[config.mk]
export PLATFORM = sky130hd
export DESIGN_NAME = veqlc_top
export DESIGN_NICKNAME = d
export VERILOG_FILES = /design/src/rtl/veqlc_pkg.sv /design/src/rtl/veqlc_settle_cnt.sv /design/src/rtl/veqlc_toggle_qual.sv /design/src/rtl/veqlc_top.sv
export SDC_FILE = /design/constraint.sdc
export NUM_CORES = 1
export LEC_CHECK = 0
export BUFFER_PORTS_ARGS = -buffer_cell sky130_fd_sc_hd__buf_4
export CAP_MARGIN = 0
export CORE_MARGIN = 2
export CORE_UTILIZATION = 45
export DETAILED_ROUTE_END_ITERATION = 10
export GPL_ROUTABILITY_DRIVEN = 0
export PLACE_DENSITY = 0.7
export RECOVER_POWER = 25
export SLEW_MARGIN = 10
export SYNTH_ARGS = -nofsm -noshare
export SYNTH_HDL_FRONTEND = slang
export SYNTH_SLANG_ARGS = --single-unit
[constraint.sdc]
create_clock -name pclk -period 6.6 [get_ports pclk]
set_input_delay 0.66 -clock pclk [delete_from_list [all_inputs] [get_ports pclk]]
set_output_delay 0.66 -clock pclk [all_outputs]
set_load 0.005 [all_outputs]
[src/rtl/veqlc_pkg.sv]
// Package: constants and carrier types for the video equalizer lock control
package veqlc_pkg;

  // ----------------------------------------------------------------
  // Clock and timing
  // ----------------------------------------------------------------
  localparam int unsigned CLK_PERIOD_NS    = 25;
  localparam int unsigned CLK_PER_US       = 40;
  localparam int unsigned TOGGLE_MIN_US    = 1000;                          // 1 ms polarity pulse
  localparam int unsigned TOGGLE_MIN_CYC   = TOGGLE_MIN_US * CLK_PER_US;     // Least time, exact
  localparam int unsigned EQ_SWITCH_NS     = 500;                           // Longest on/off time
  localparam int unsigned EQ_SWITCH_CYC    = EQ_SWITCH_NS / CLK_PERIOD_NS;  // Rounded down
  localparam int unsigned TOGGLE_CNT_W     = 17;

  // ----------------------------------------------------------------
  // Register map (byte addresses)
  // ----------------------------------------------------------------
  localparam int unsigned ADDR_W           = 8;
  localparam logic [7:0]  OFF_CTRL         = 8'h00;
  localparam logic [7:0]  OFF_STATUS       = 8'h04;
  localparam logic [7:0]  OFF_SETTLE       = 8'h08;

  // Field positions
  localparam int unsigned CTRL_RESTART_BIT = 0;
  localparam int unsigned ST_LOCK_BIT      = 0;
  localparam int unsigned ST_FREEZE_BIT    = 1;
  localparam int unsigned ST_INVERT_BIT    = 2;
  localparam int unsigned ST_COLOR_BIT     = 3;
  localparam int unsigned ST_SIGNAL_BIT    = 4;
  localparam int unsigned ST_EQ_EN_BIT     = 5;
  localparam int unsigned ST_STATE_LSB     = 8;
  localparam int unsigned ST_RSTCNT_LSB    = 16;

  // Settle threshold width and reset value
  localparam int unsigned SETTLE_W         = 8;
  localparam logic [7:0]  SETTLE_LINES_RST = 8'h64;                         // 100 video lines

  // ----------------------------------------------------------------
  // Types
  // ----------------------------------------------------------------
  typedef enum logic [2:0] {
    VEQLC_ACQ  = 3'b001,
    VEQLC_LOCK = 3'b010,
    VEQLC_HOLD = 3'b100
  } veqlc_state_t;

  typedef struct packed {
    logic              sel;
    logic              en;
    logic              wr;
    logic [ADDR_W-1:0] addr;
    logic [31:0]       wdata;
  } veqlc_apb_req_t;

  typedef struct packed {
    logic [7:0]   restarts;
    veqlc_state_t state;
    logic         eq_en;
    logic         signal;
    logic         color;
    logic         invert;
    logic         freeze;
    logic         lock;
  } veqlc_status_t;

endpackage : veqlc_pkg

[src/rtl/veqlc_settle_cnt.sv]
// Counter of consecutive video lines without an equalizer setting change
`timescale 1ns/1ps
module veqlc_settle_cnt #(
  parameter int unsigned W = 8
) (
  input  wire logic         pclk,
  input  wire logic         presetn,
  input  wire logic         clk_en,
  input  wire logic         clear,
  input  wire logic         line,
  input  wire logic         change,
  input  wire logic [W-1:0] thresh,
  output logic              done
);

  logic [W-1:0] count_r;
  logic [W-1:0] count_nxt;

  // ----------------------------------------------------------------
  // Count lines, restart on any change
  // ----------------------------------------------------------------
  assign done      = (count_r >= thresh);
  assign count_nxt = (clear || change) ? '0 :
                     (line && !done)   ? count_r + 1'b1 : count_r;

  // Line counter
  always_ff @(posedge pclk or negedge presetn) begin
    if (!presetn) begin
      count_r <= '0;
    end else if (clk_en) begin
      count_r <= count_nxt;
    end
  end

endmodule : veqlc_settle_cnt

[src/rtl/veqlc_toggle_qual.sv]
// Qualifier for an external pulse held against the driven pin level
`timescale 1ns/1ps
module veqlc_toggle_qual #(
  parameter int unsigned W       = 17,
  parameter int unsigned MIN_CYC = 40000
) (
  input  wire logic pclk,
  input  wire logic presetn,
  input  wire logic clk_en,
  input  wire logic mismatch,
  output logic      fire
);

  localparam logic [W-1:0] MIN_V = W'(MIN_CYC);

  logic [W-1:0] cnt_r;
  logic [W-1:0] cnt_nxt;
  logic         long_enough;

  // ----------------------------------------------------------------
  // Saturating width measurement, fire on release
  // ----------------------------------------------------------------
  assign long_enough = (cnt_r >= MIN_V);
  assign fire        = !mismatch && long_enough;
  assign cnt_nxt     = !mismatch   ? '0 :
                       long_enough ? cnt_r : cnt_r + 1'b1;

  // Width counter
  always_ff @(posedge pclk or negedge presetn) begin
    if (!presetn) begin
      cnt_r <= '0;
    end else if (clk_en) begin
      cnt_r <= cnt_nxt;
    end
  end

endmodule : veqlc_toggle_qual

[src/rtl/veqlc_top.sv]
// Mode and lock control around an adaptive cable video equalizer, APB slave
//
// Notes on behaviour
// (RQ1) Freeze-on-lock: settings held once lock_indicator until power cycle or polarity reset.
// (RQ2) Polarity line forced opposite at least 1 ms then restored restarts equalization.
// (RQ3) Freeze-on-lock keeps lock high through signal loss, until a polarity reset.
// (RQ4) Board ties lock output to hold-select to choose freeze-on-lock operation.
// (RQ5) Continuous mode: lock rises after 100 consecutive unchanged video lines.
// (RQ6) Continuous mode: disturbance after lock drops lock and resumes equalizing.
// (RQ7) Hold-select low always means continuous adaptation.
// (RQ8) Drive polarity line high when inputs swapped, low when nominal; invert path.
// (RQ9) Externally forced polarity level decides inversion, not the detector.
// (RQ10) Drive chroma line high for colorburst, low for monochrome; processing uses it.
// (RQ11) Externally forced chroma level replaces the burst detector result.
// (RQ12) After reset the block acquires and equalizes with no command.
// (RQ13) Equalization on or off within 500 ns of the disable control; eq_enable follows it one cycle later, and only on clk_en cycles.
// (RQ14) A restart drops lock and keeps it low until equalization settles again.
`timescale 1ns/1ps
module veqlc_top #(
  parameter int unsigned TOGGLE_MIN_CYC = veqlc_pkg::TOGGLE_MIN_CYC,
  parameter int unsigned SETTLE_W       = veqlc_pkg::SETTLE_W
) (
  input  wire logic        pclk,
  input  wire logic        presetn,
  input  wire logic        clk_en,
  // APB slave
  input  wire logic        psel,
  input  wire logic        penable,
  input  wire logic        pwrite,
  input  wire logic [7:0]  paddr,
  input  wire logic [31:0] pwdata,
  output logic      [31:0] prdata,
  output logic             pready,
  output logic             pslverr,
  // Equalizer engine side
  input  wire logic        line_strobe,
  input  wire logic        eq_settings_changed,
  input  wire logic        signal_present,
  input  wire logic        polarity_detect,
  input  wire logic        burst_detect,
  output logic             eq_freeze,
  output logic             eq_restart,
  output logic             eq_enable,
  output logic             path_invert,
  output logic             path_color,
  // Control pins
  input  wire logic        hold_select,
  input  wire logic        equalization_off,
  output logic             lock_indicator,
  input  wire logic        polarity_pin_in,
  output logic             polarity_pin_out,
  output logic             polarity_pin_oe_n,
  input  wire logic        chroma_pin_in,
  output logic             chroma_pin_out,
  output logic             chroma_pin_oe_n
);

  // ----------------------------------------------------------------
  // Declarations
  // ----------------------------------------------------------------
  veqlc_pkg::veqlc_apb_req_t req;
  veqlc_pkg::veqlc_status_t  status;
  veqlc_pkg::veqlc_state_t   state_r;
  veqlc_pkg::veqlc_state_t   state_nxt;

  logic [31:0]         prdata_r;
  logic [31:0]         prdata_nxt;
  logic                pready_r;
  logic                pslverr_r;
  logic [SETTLE_W-1:0] settle_r;
  logic [7:0]          restarts_r;
  logic                lock_r;
  logic                freeze_r;
  logic                restart_r;
  logic                eq_en_r;
  logic                invert_r;
  logic                color_r;
  logic                pol_out_r;
  logic                chroma_out_r;
  logic                signal_r;

  logic                access;
  logic                commit;
  logic                wr_commit;
  logic                hit_ctrl;
  logic                hit_status;
  logic                hit_settle;
  logic                mapped;
  logic                sw_restart;
  logic                pin_restart;
  logic                restart;
  logic                pol_mismatch;
  logic                settled;
  logic                settle_clear;
  logic                disturbed;

  // ----------------------------------------------------------------
  // APB request and address decode
  // ----------------------------------------------------------------
  assign req.sel   = psel;
  assign req.en    = penable;
  assign req.wr    = pwrite;
  assign req.addr  = paddr;
  assign req.wdata = pwdata;

  // Access phase, and the edge where it completes
  assign access     = req.sel && req.en;
  assign commit     = access && pready_r;
  assign wr_commit  = commit && req.wr;

  // Register hits
  assign hit_ctrl   = (req.addr == veqlc_pkg::OFF_CTRL);
  assign hit_status = (req.addr == veqlc_pkg::OFF_STATUS);
  assign hit_settle = (req.addr == veqlc_pkg::OFF_SETTLE);
  assign mapped     = hit_ctrl || hit_status || hit_settle;

  // Software restart strobe, one cycle at the write edge
  assign sw_restart = wr_commit && hit_ctrl && req.wdata[veqlc_pkg::CTRL_RESTART_BIT];

  // ----------------------------------------------------------------
  // Status word
  // ----------------------------------------------------------------
  assign status.restarts = restarts_r;
  assign status.state    = state_r;
  assign status.eq_en    = eq_en_r;
  assign status.signal   = signal_r;
  assign status.color    = color_r;
  assign status.invert   = invert_r;
  assign status.freeze   = freeze_r;
  assign status.lock     = lock_r;

  // Read data mux, unused bits read zero
  assign prdata_nxt = hit_status ? {8'h00, status.restarts, 5'h00, status.state,
                                    2'b00, status.eq_en, status.signal, status.color,
                                    status.invert, status.freeze, status.lock} :
                      hit_settle ? {{(32-SETTLE_W){1'b0}}, settle_r} :
                                   32'h0000_0000;

  // ----------------------------------------------------------------
  // APB response: one wait state, answer from flops
  // ----------------------------------------------------------------
  always_ff @(posedge pclk or negedge presetn) begin
    if (!presetn) begin
      pready_r  <= 1'b0;
      pslverr_r <= 1'b0;
      prdata_r  <= 32'h0000_0000;
    end else if (clk_en) begin
      pready_r  <= access && !pready_r;
      pslverr_r <= access && !pready_r && !mapped;
      prdata_r  <= (access && !pready_r && !req.wr) ? prdata_nxt : 32'h0000_0000;
    end
  end

  // Settle threshold register
  always_ff @(posedge pclk or negedge presetn) begin
    if (!presetn) begin
      settle_r <= SETTLE_W'(veqlc_pkg::SETTLE_LINES_RST);
    end else if (clk_en && wr_commit && hit_settle) begin
      settle_r <= req.wdata[SETTLE_W-1:0];
    end
  end

  // ----------------------------------------------------------------
  // Polarity and chroma pins
  // ----------------------------------------------------------------
  // Pin disagrees with our own drive: someone outside overdrives it
  assign pol_mismatch = (polarity_pin_in != pol_out_r);

  // Forced opposite level, held long enough, then released
  veqlc_toggle_qual #(
    .W       (veqlc_pkg::TOGGLE_CNT_W),
    .MIN_CYC (TOGGLE_MIN_CYC)
  ) veqlc_toggle_qual_inst (
    .pclk     (pclk),
    .presetn  (presetn),
    .clk_en   (clk_en),
    .mismatch (pol_mismatch),
    .fire     (pin_restart)                                    // RQ2
  );

  assign restart = pin_restart || sw_restart;

  // Drive detector results; the pin level, forced or not, steers the path
  always_ff @(posedge pclk or negedge presetn) begin
    if (!presetn) begin
      pol_out_r    <= 1'b0;
      chroma_out_r <= 1'b0;
      invert_r     <= 1'b0;
      color_r      <= 1'b0;
    end else if (clk_en) begin
      pol_out_r    <= polarity_detect;                         // RQ8
      chroma_out_r <= burst_detect;                            // RQ10
      invert_r     <= polarity_pin_in;                         // RQ9
      color_r      <= chroma_pin_in;                           // RQ11
    end
  end

  // ----------------------------------------------------------------
  // Settle detection
  // ----------------------------------------------------------------
  // No adaptation and no settling while disabled or without signal
  assign settle_clear = restart || !eq_en_r || !signal_present || (state_r != veqlc_pkg::VEQLC_ACQ);
  assign disturbed    = eq_settings_changed || !signal_present;

  veqlc_settle_cnt #(
    .W (SETTLE_W)
  ) veqlc_settle_cnt_inst (
    .pclk    (pclk),
    .presetn (presetn),
    .clk_en  (clk_en),
    .clear   (settle_clear),
    .line    (line_strobe),
    .change  (eq_settings_changed),
    .thresh  (settle_r),
    .done    (settled)                                         // RQ5
  );

  // ----------------------------------------------------------------
  // Lock state machine
  // ----------------------------------------------------------------
  always_comb begin
    state_nxt = state_r;
    case (state_r)
      veqlc_pkg::VEQLC_ACQ: begin
        if (!restart && !settle_clear && settled) begin
          state_nxt = veqlc_pkg::VEQLC_LOCK;                   // RQ5
        end
      end
      veqlc_pkg::VEQLC_LOCK: begin
        if (restart) begin
          state_nxt = veqlc_pkg::VEQLC_ACQ;                    // RQ14
        end else if (hold_select) begin
          state_nxt = veqlc_pkg::VEQLC_HOLD;                   // RQ4
        end else if (disturbed) begin
          state_nxt = veqlc_pkg::VEQLC_ACQ;                    // RQ6
        end
      end
      veqlc_pkg::VEQLC_HOLD: begin
        if (restart) begin
          state_nxt = veqlc_pkg::VEQLC_ACQ;                    // RQ1
        end else if (!hold_select) begin
          state_nxt = veqlc_pkg::VEQLC_LOCK;                   // RQ7
        end
      end
      default: begin
        state_nxt = veqlc_pkg::VEQLC_ACQ;
      end
    endcase
  end

  // State, starts acquiring on its own after reset
  always_ff @(posedge pclk or negedge presetn) begin
    if (!presetn) begin
      state_r <= veqlc_pkg::VEQLC_ACQ;                         // RQ12
    end else if (clk_en) begin
      state_r <= state_nxt;
    end
  end

  // ----------------------------------------------------------------
  // Lock, freeze, restart and enable outputs
  // ----------------------------------------------------------------
  // Lock stays high in hold whatever the signal does
  always_ff @(posedge pclk or negedge presetn) begin
    if (!presetn) begin
      lock_r    <= 1'b0;
      freeze_r  <= 1'b0;
      restart_r <= 1'b0;
    end else if (clk_en) begin
      lock_r    <= (state_nxt != veqlc_pkg::VEQLC_ACQ);        // RQ3 RQ14
      freeze_r  <= (state_nxt == veqlc_pkg::VEQLC_HOLD);       // RQ1
      restart_r <= restart;                                    // RQ2
    end
  end

  // Equalization enable, one clk_en cycle behind the disable control
  always_ff @(posedge pclk or negedge presetn) begin
    if (!presetn) begin
      eq_en_r  <= 1'b1;
      signal_r <= 1'b0;
    end else if (clk_en) begin
      eq_en_r  <= !equalization_off;                           // RQ13
      signal_r <= signal_present;
    end
  end

  // Restart counter, wraps
  always_ff @(posedge pclk or negedge presetn) begin
    if (!presetn) begin
      restarts_r <= 8'h00;
    end else if (clk_en && restart) begin
      restarts_r <= restarts_r + 8'h01;
    end
  end

  // ----------------------------------------------------------------
  // Port assignments
  // ----------------------------------------------------------------
  assign prdata            = prdata_r;
  assign pready            = pready_r;
  assign pslverr           = pslverr_r;
  assign lock_indicator    = lock_r;
  assign eq_freeze         = freeze_r;
  assign eq_restart        = restart_r;
  assign eq_enable         = eq_en_r;
  assign path_invert       = invert_r;
  assign path_color        = color_r;
  assign polarity_pin_out  = pol_out_r;
  assign polarity_pin_oe_n = 1'b0;
  assign chroma_pin_out    = chroma_out_r;
  assign chroma_pin_oe_n   = 1'b0;

endmodule : veqlc_top

==> results.cfg <==
[status]
status = finished with violations
violations = capacitance limit, slew limit

[critical_path]
path_buf_inv = 1
crit_arrival_ps = 3480
cp_max_fo = 74
slowest_delay_ps = 2760
cp.depth = 1
endpoint_kind = asynchronous set/reset pin
reg2regPathDepth = 4
slowest_stage = clkbuf_1
crit_path_cell_trace = clkbuf_1
start_kind = input port
crit_family = buffers and inverters
critPathKind = input port to asynchronous set/reset pin
worst_ep_required_time_ps = 6140

[synthesis]
ys.warnings.count = 0
synth_flop_cell = dfrtp_1
ys_types = 57
seq_area_frac_synth_pct = 49.11
synth_cells = 370
synth_seq_cells = 74
async_reset_ff_share_pct = 100.0
syn_area_um2 = 3784
syn_avg_cell_area_um2 = 10.23
synth_edf_count = 0

[cts]
ctsRootBufferMaster = clkbuf_8
clk_latency_ps = 350
cts_made_buffers = 9
clk_path_buf_depth = 2
cts_sinks = 74
cts_tree = done
cts_resized = 0
clkTransAtPathRegs_ps = 80
hold_buffers = 0
htreeDepth = 3
postCtsSetupRepairBufs = 0

[detailed_routing]
first_iter_violations = 134
dr.pass1.iters = 4
dr_total_vias = 2982
drc = 0
routed_via_density = 5.553
drt-total-wl_um = 8370
ant_nets = 0
wl_per_cell_um = 15.59

[timing]
timing.final.ws_setup_ps = 2657
slew_viol_final = 110
clock_skew_ps = 10.10
maxSlewHeadroom_pct = -167.2
rsz0062_at_grt = false
layout_min_cycle_time_ps = 3943
setup_violations = 0
period_share_pct = 59.74
hold_viol_final = 0
hold_slack_ps = 436.4
worst_slew_pin_slew_ps = 4008
max_freq_ghz = 0.2536
setup_tns_ps = 0

[power]
finalPower_uw = 969.4
leakagePower_uw = 0.002088
peakVddDrop_uv = 116.1
power-per-cell-area_nw_per_um2 = 217.2

[layout]
layout.nets = 494
final_common_cell = dfrtp_1
post-route-util_pct = 54.59
final_cell_mix = dfrtp_1 (69), buf_4 (57), nand2_1 (25), o21ai_0 (24), inv_1 (21)
syn2layout_area_growth_pct = 17.96
layout-drive-gt1-share_pct = 21.06
fillers = 743
diodes = 0

[min_path]
hp-class = input port to flip-flop
whs_path_depth = 2

[global_routing]
track_usage_pct = 20.05
grt.overflow.total = 0
grt_max_degree = 75
antenna_found_initial = 0
grt_pass1_vias = 2867
grt_pass1_wl_um = 13970

[placement]
detailed_place_hpwl_um = 5843
place_ws_ps = 3482
portBuffers = 59

[floorplanning]
core-area_um2 = 8175
ios = 99
initial_utilization_pct = 46.28
rows = 33
die_x_um = 95.70
die_h_um = 95.70
die_area_um2 = 9158

[flow_run]
cap_violations = 2
-- flip-flops by register name, indices dropped and copies added, names as in the netlist, 3 cells and up --
signal                         count
prdata                            19
veqlc_toggle_qual_inst.cnt_r      17
restarts_r                         8
settle_r                           8
veqlc_settle_cnt_inst.count_r      8
state_r                            3
-- area by class of cell --
| cell class | count | area [µm²] | share of cell area (%) |
|---|---|---|---|
| flip-flops and latches | 74 | 1858 | 41.63 |
| inverters | 22 | 82.58 | 1.850 |
| clock buffers | 9 | 123.9 | 2.775 |
| well taps | 105 | 131.4 | 2.944 |
| repair buffers | 59 | 435.4 | 9.756 |
| multi-input cells | 261 | 1730 | 38.77 |
| clock inverters | 7 | 101.3 | 2.271 |
-- worst paths after layout --
path | endpoint | startpoint | slack [ps]
hold reg to reg | restarts_r[7] | restarts_r[7] | 480
hold / removal | eq_enable | equalization_off | 440
min in group asynchronous | chroma_pin_out | presetn | 1700
max in group pclk | settle_r[0] | clk_en | 3300
setup / recovery | veqlc_settle_cnt_inst.count_r[0] | presetn | 2660
setup reg to reg | restarts_r[1] | polarity_pin_out | 3850
-- synth_stat cells (3+ instances only) --
master    number  area, µm²
or4_1          6      45.04
a211oi_1       3      22.52
nand2b_1       3      18.77
dfrtp_1       69       1727
nor2_1        16      60.06
o211ai_1       6      45.04
o21ai_0       24      120.1
a221o_1        5      50.05
o21a_1         5      37.54
and2_1         4      25.02
xnor2_1        8      70.07
o22ai_1        3      18.77
nor3_1         3      15.01
xor2_1         4      35.03
nor2b_1        6      37.54
clkbuf_1      10      37.54
nand2_1       25      93.84
mux2_2         7      78.83
or3_1          8      50.05
a22o_1        14      122.6
nand4_1        8      50.05
nand3_1       14      70.07
ha_1          12      150.1
o31ai_1        5      37.54
a21oi_1       19      95.09
and3_1         7      43.79
dfstp_2        5      131.4
buf_4         15      112.6
inv_1         21      78.83
-- per-stage QoR --
step,instances,cell area (µm²)
2_1_floorplan,384,3836
3_3_place_gp,521,4245
3_5_place_dp,521,4245
4_1_cts,537,4471
5_1_grt,537,4463
6_report,537,4463
-- logic make-up (layout without fill, tap and decap cells) --
logic type | after synthesis | count (layout) | synth area share, %
multiplexers | 7 | 7 | 2.083
flip-flops | 74 | 74 | 49.11
AND/OR/NAND/NOR | 115 | 115 | 17.43
other | 1 | 15 | 0.09911
buffers and inverters | 49 | 97 | 6.548
AO/OA/AOI/OAI | 100 | 100 | 17.99
XOR/XNOR | 12 | 12 | 2.778
adder cells (fa/ha/maj) | 12 | 12 | 3.968
-- power breakdown --
part	total [µW]	internal (µW)	switching, µW
logic	77.8	34.2	43.6
clock network	401	216	185
registers	491	469	21.7
total	969	719	250
-- metal layers --
layer / vias to the layer above / wire length [µm] / global-route usage [%]
li1: 1443 / - / -
met3: 8 / 256 / 3.289
met4: 0 / 131 / 8.690
met1: 1482 / 3851 / 28.19
met5: - / 0 / 0
met2: 49 / 4131 / 30.77
Note: power is estimated with default switching activity, not from simulation.
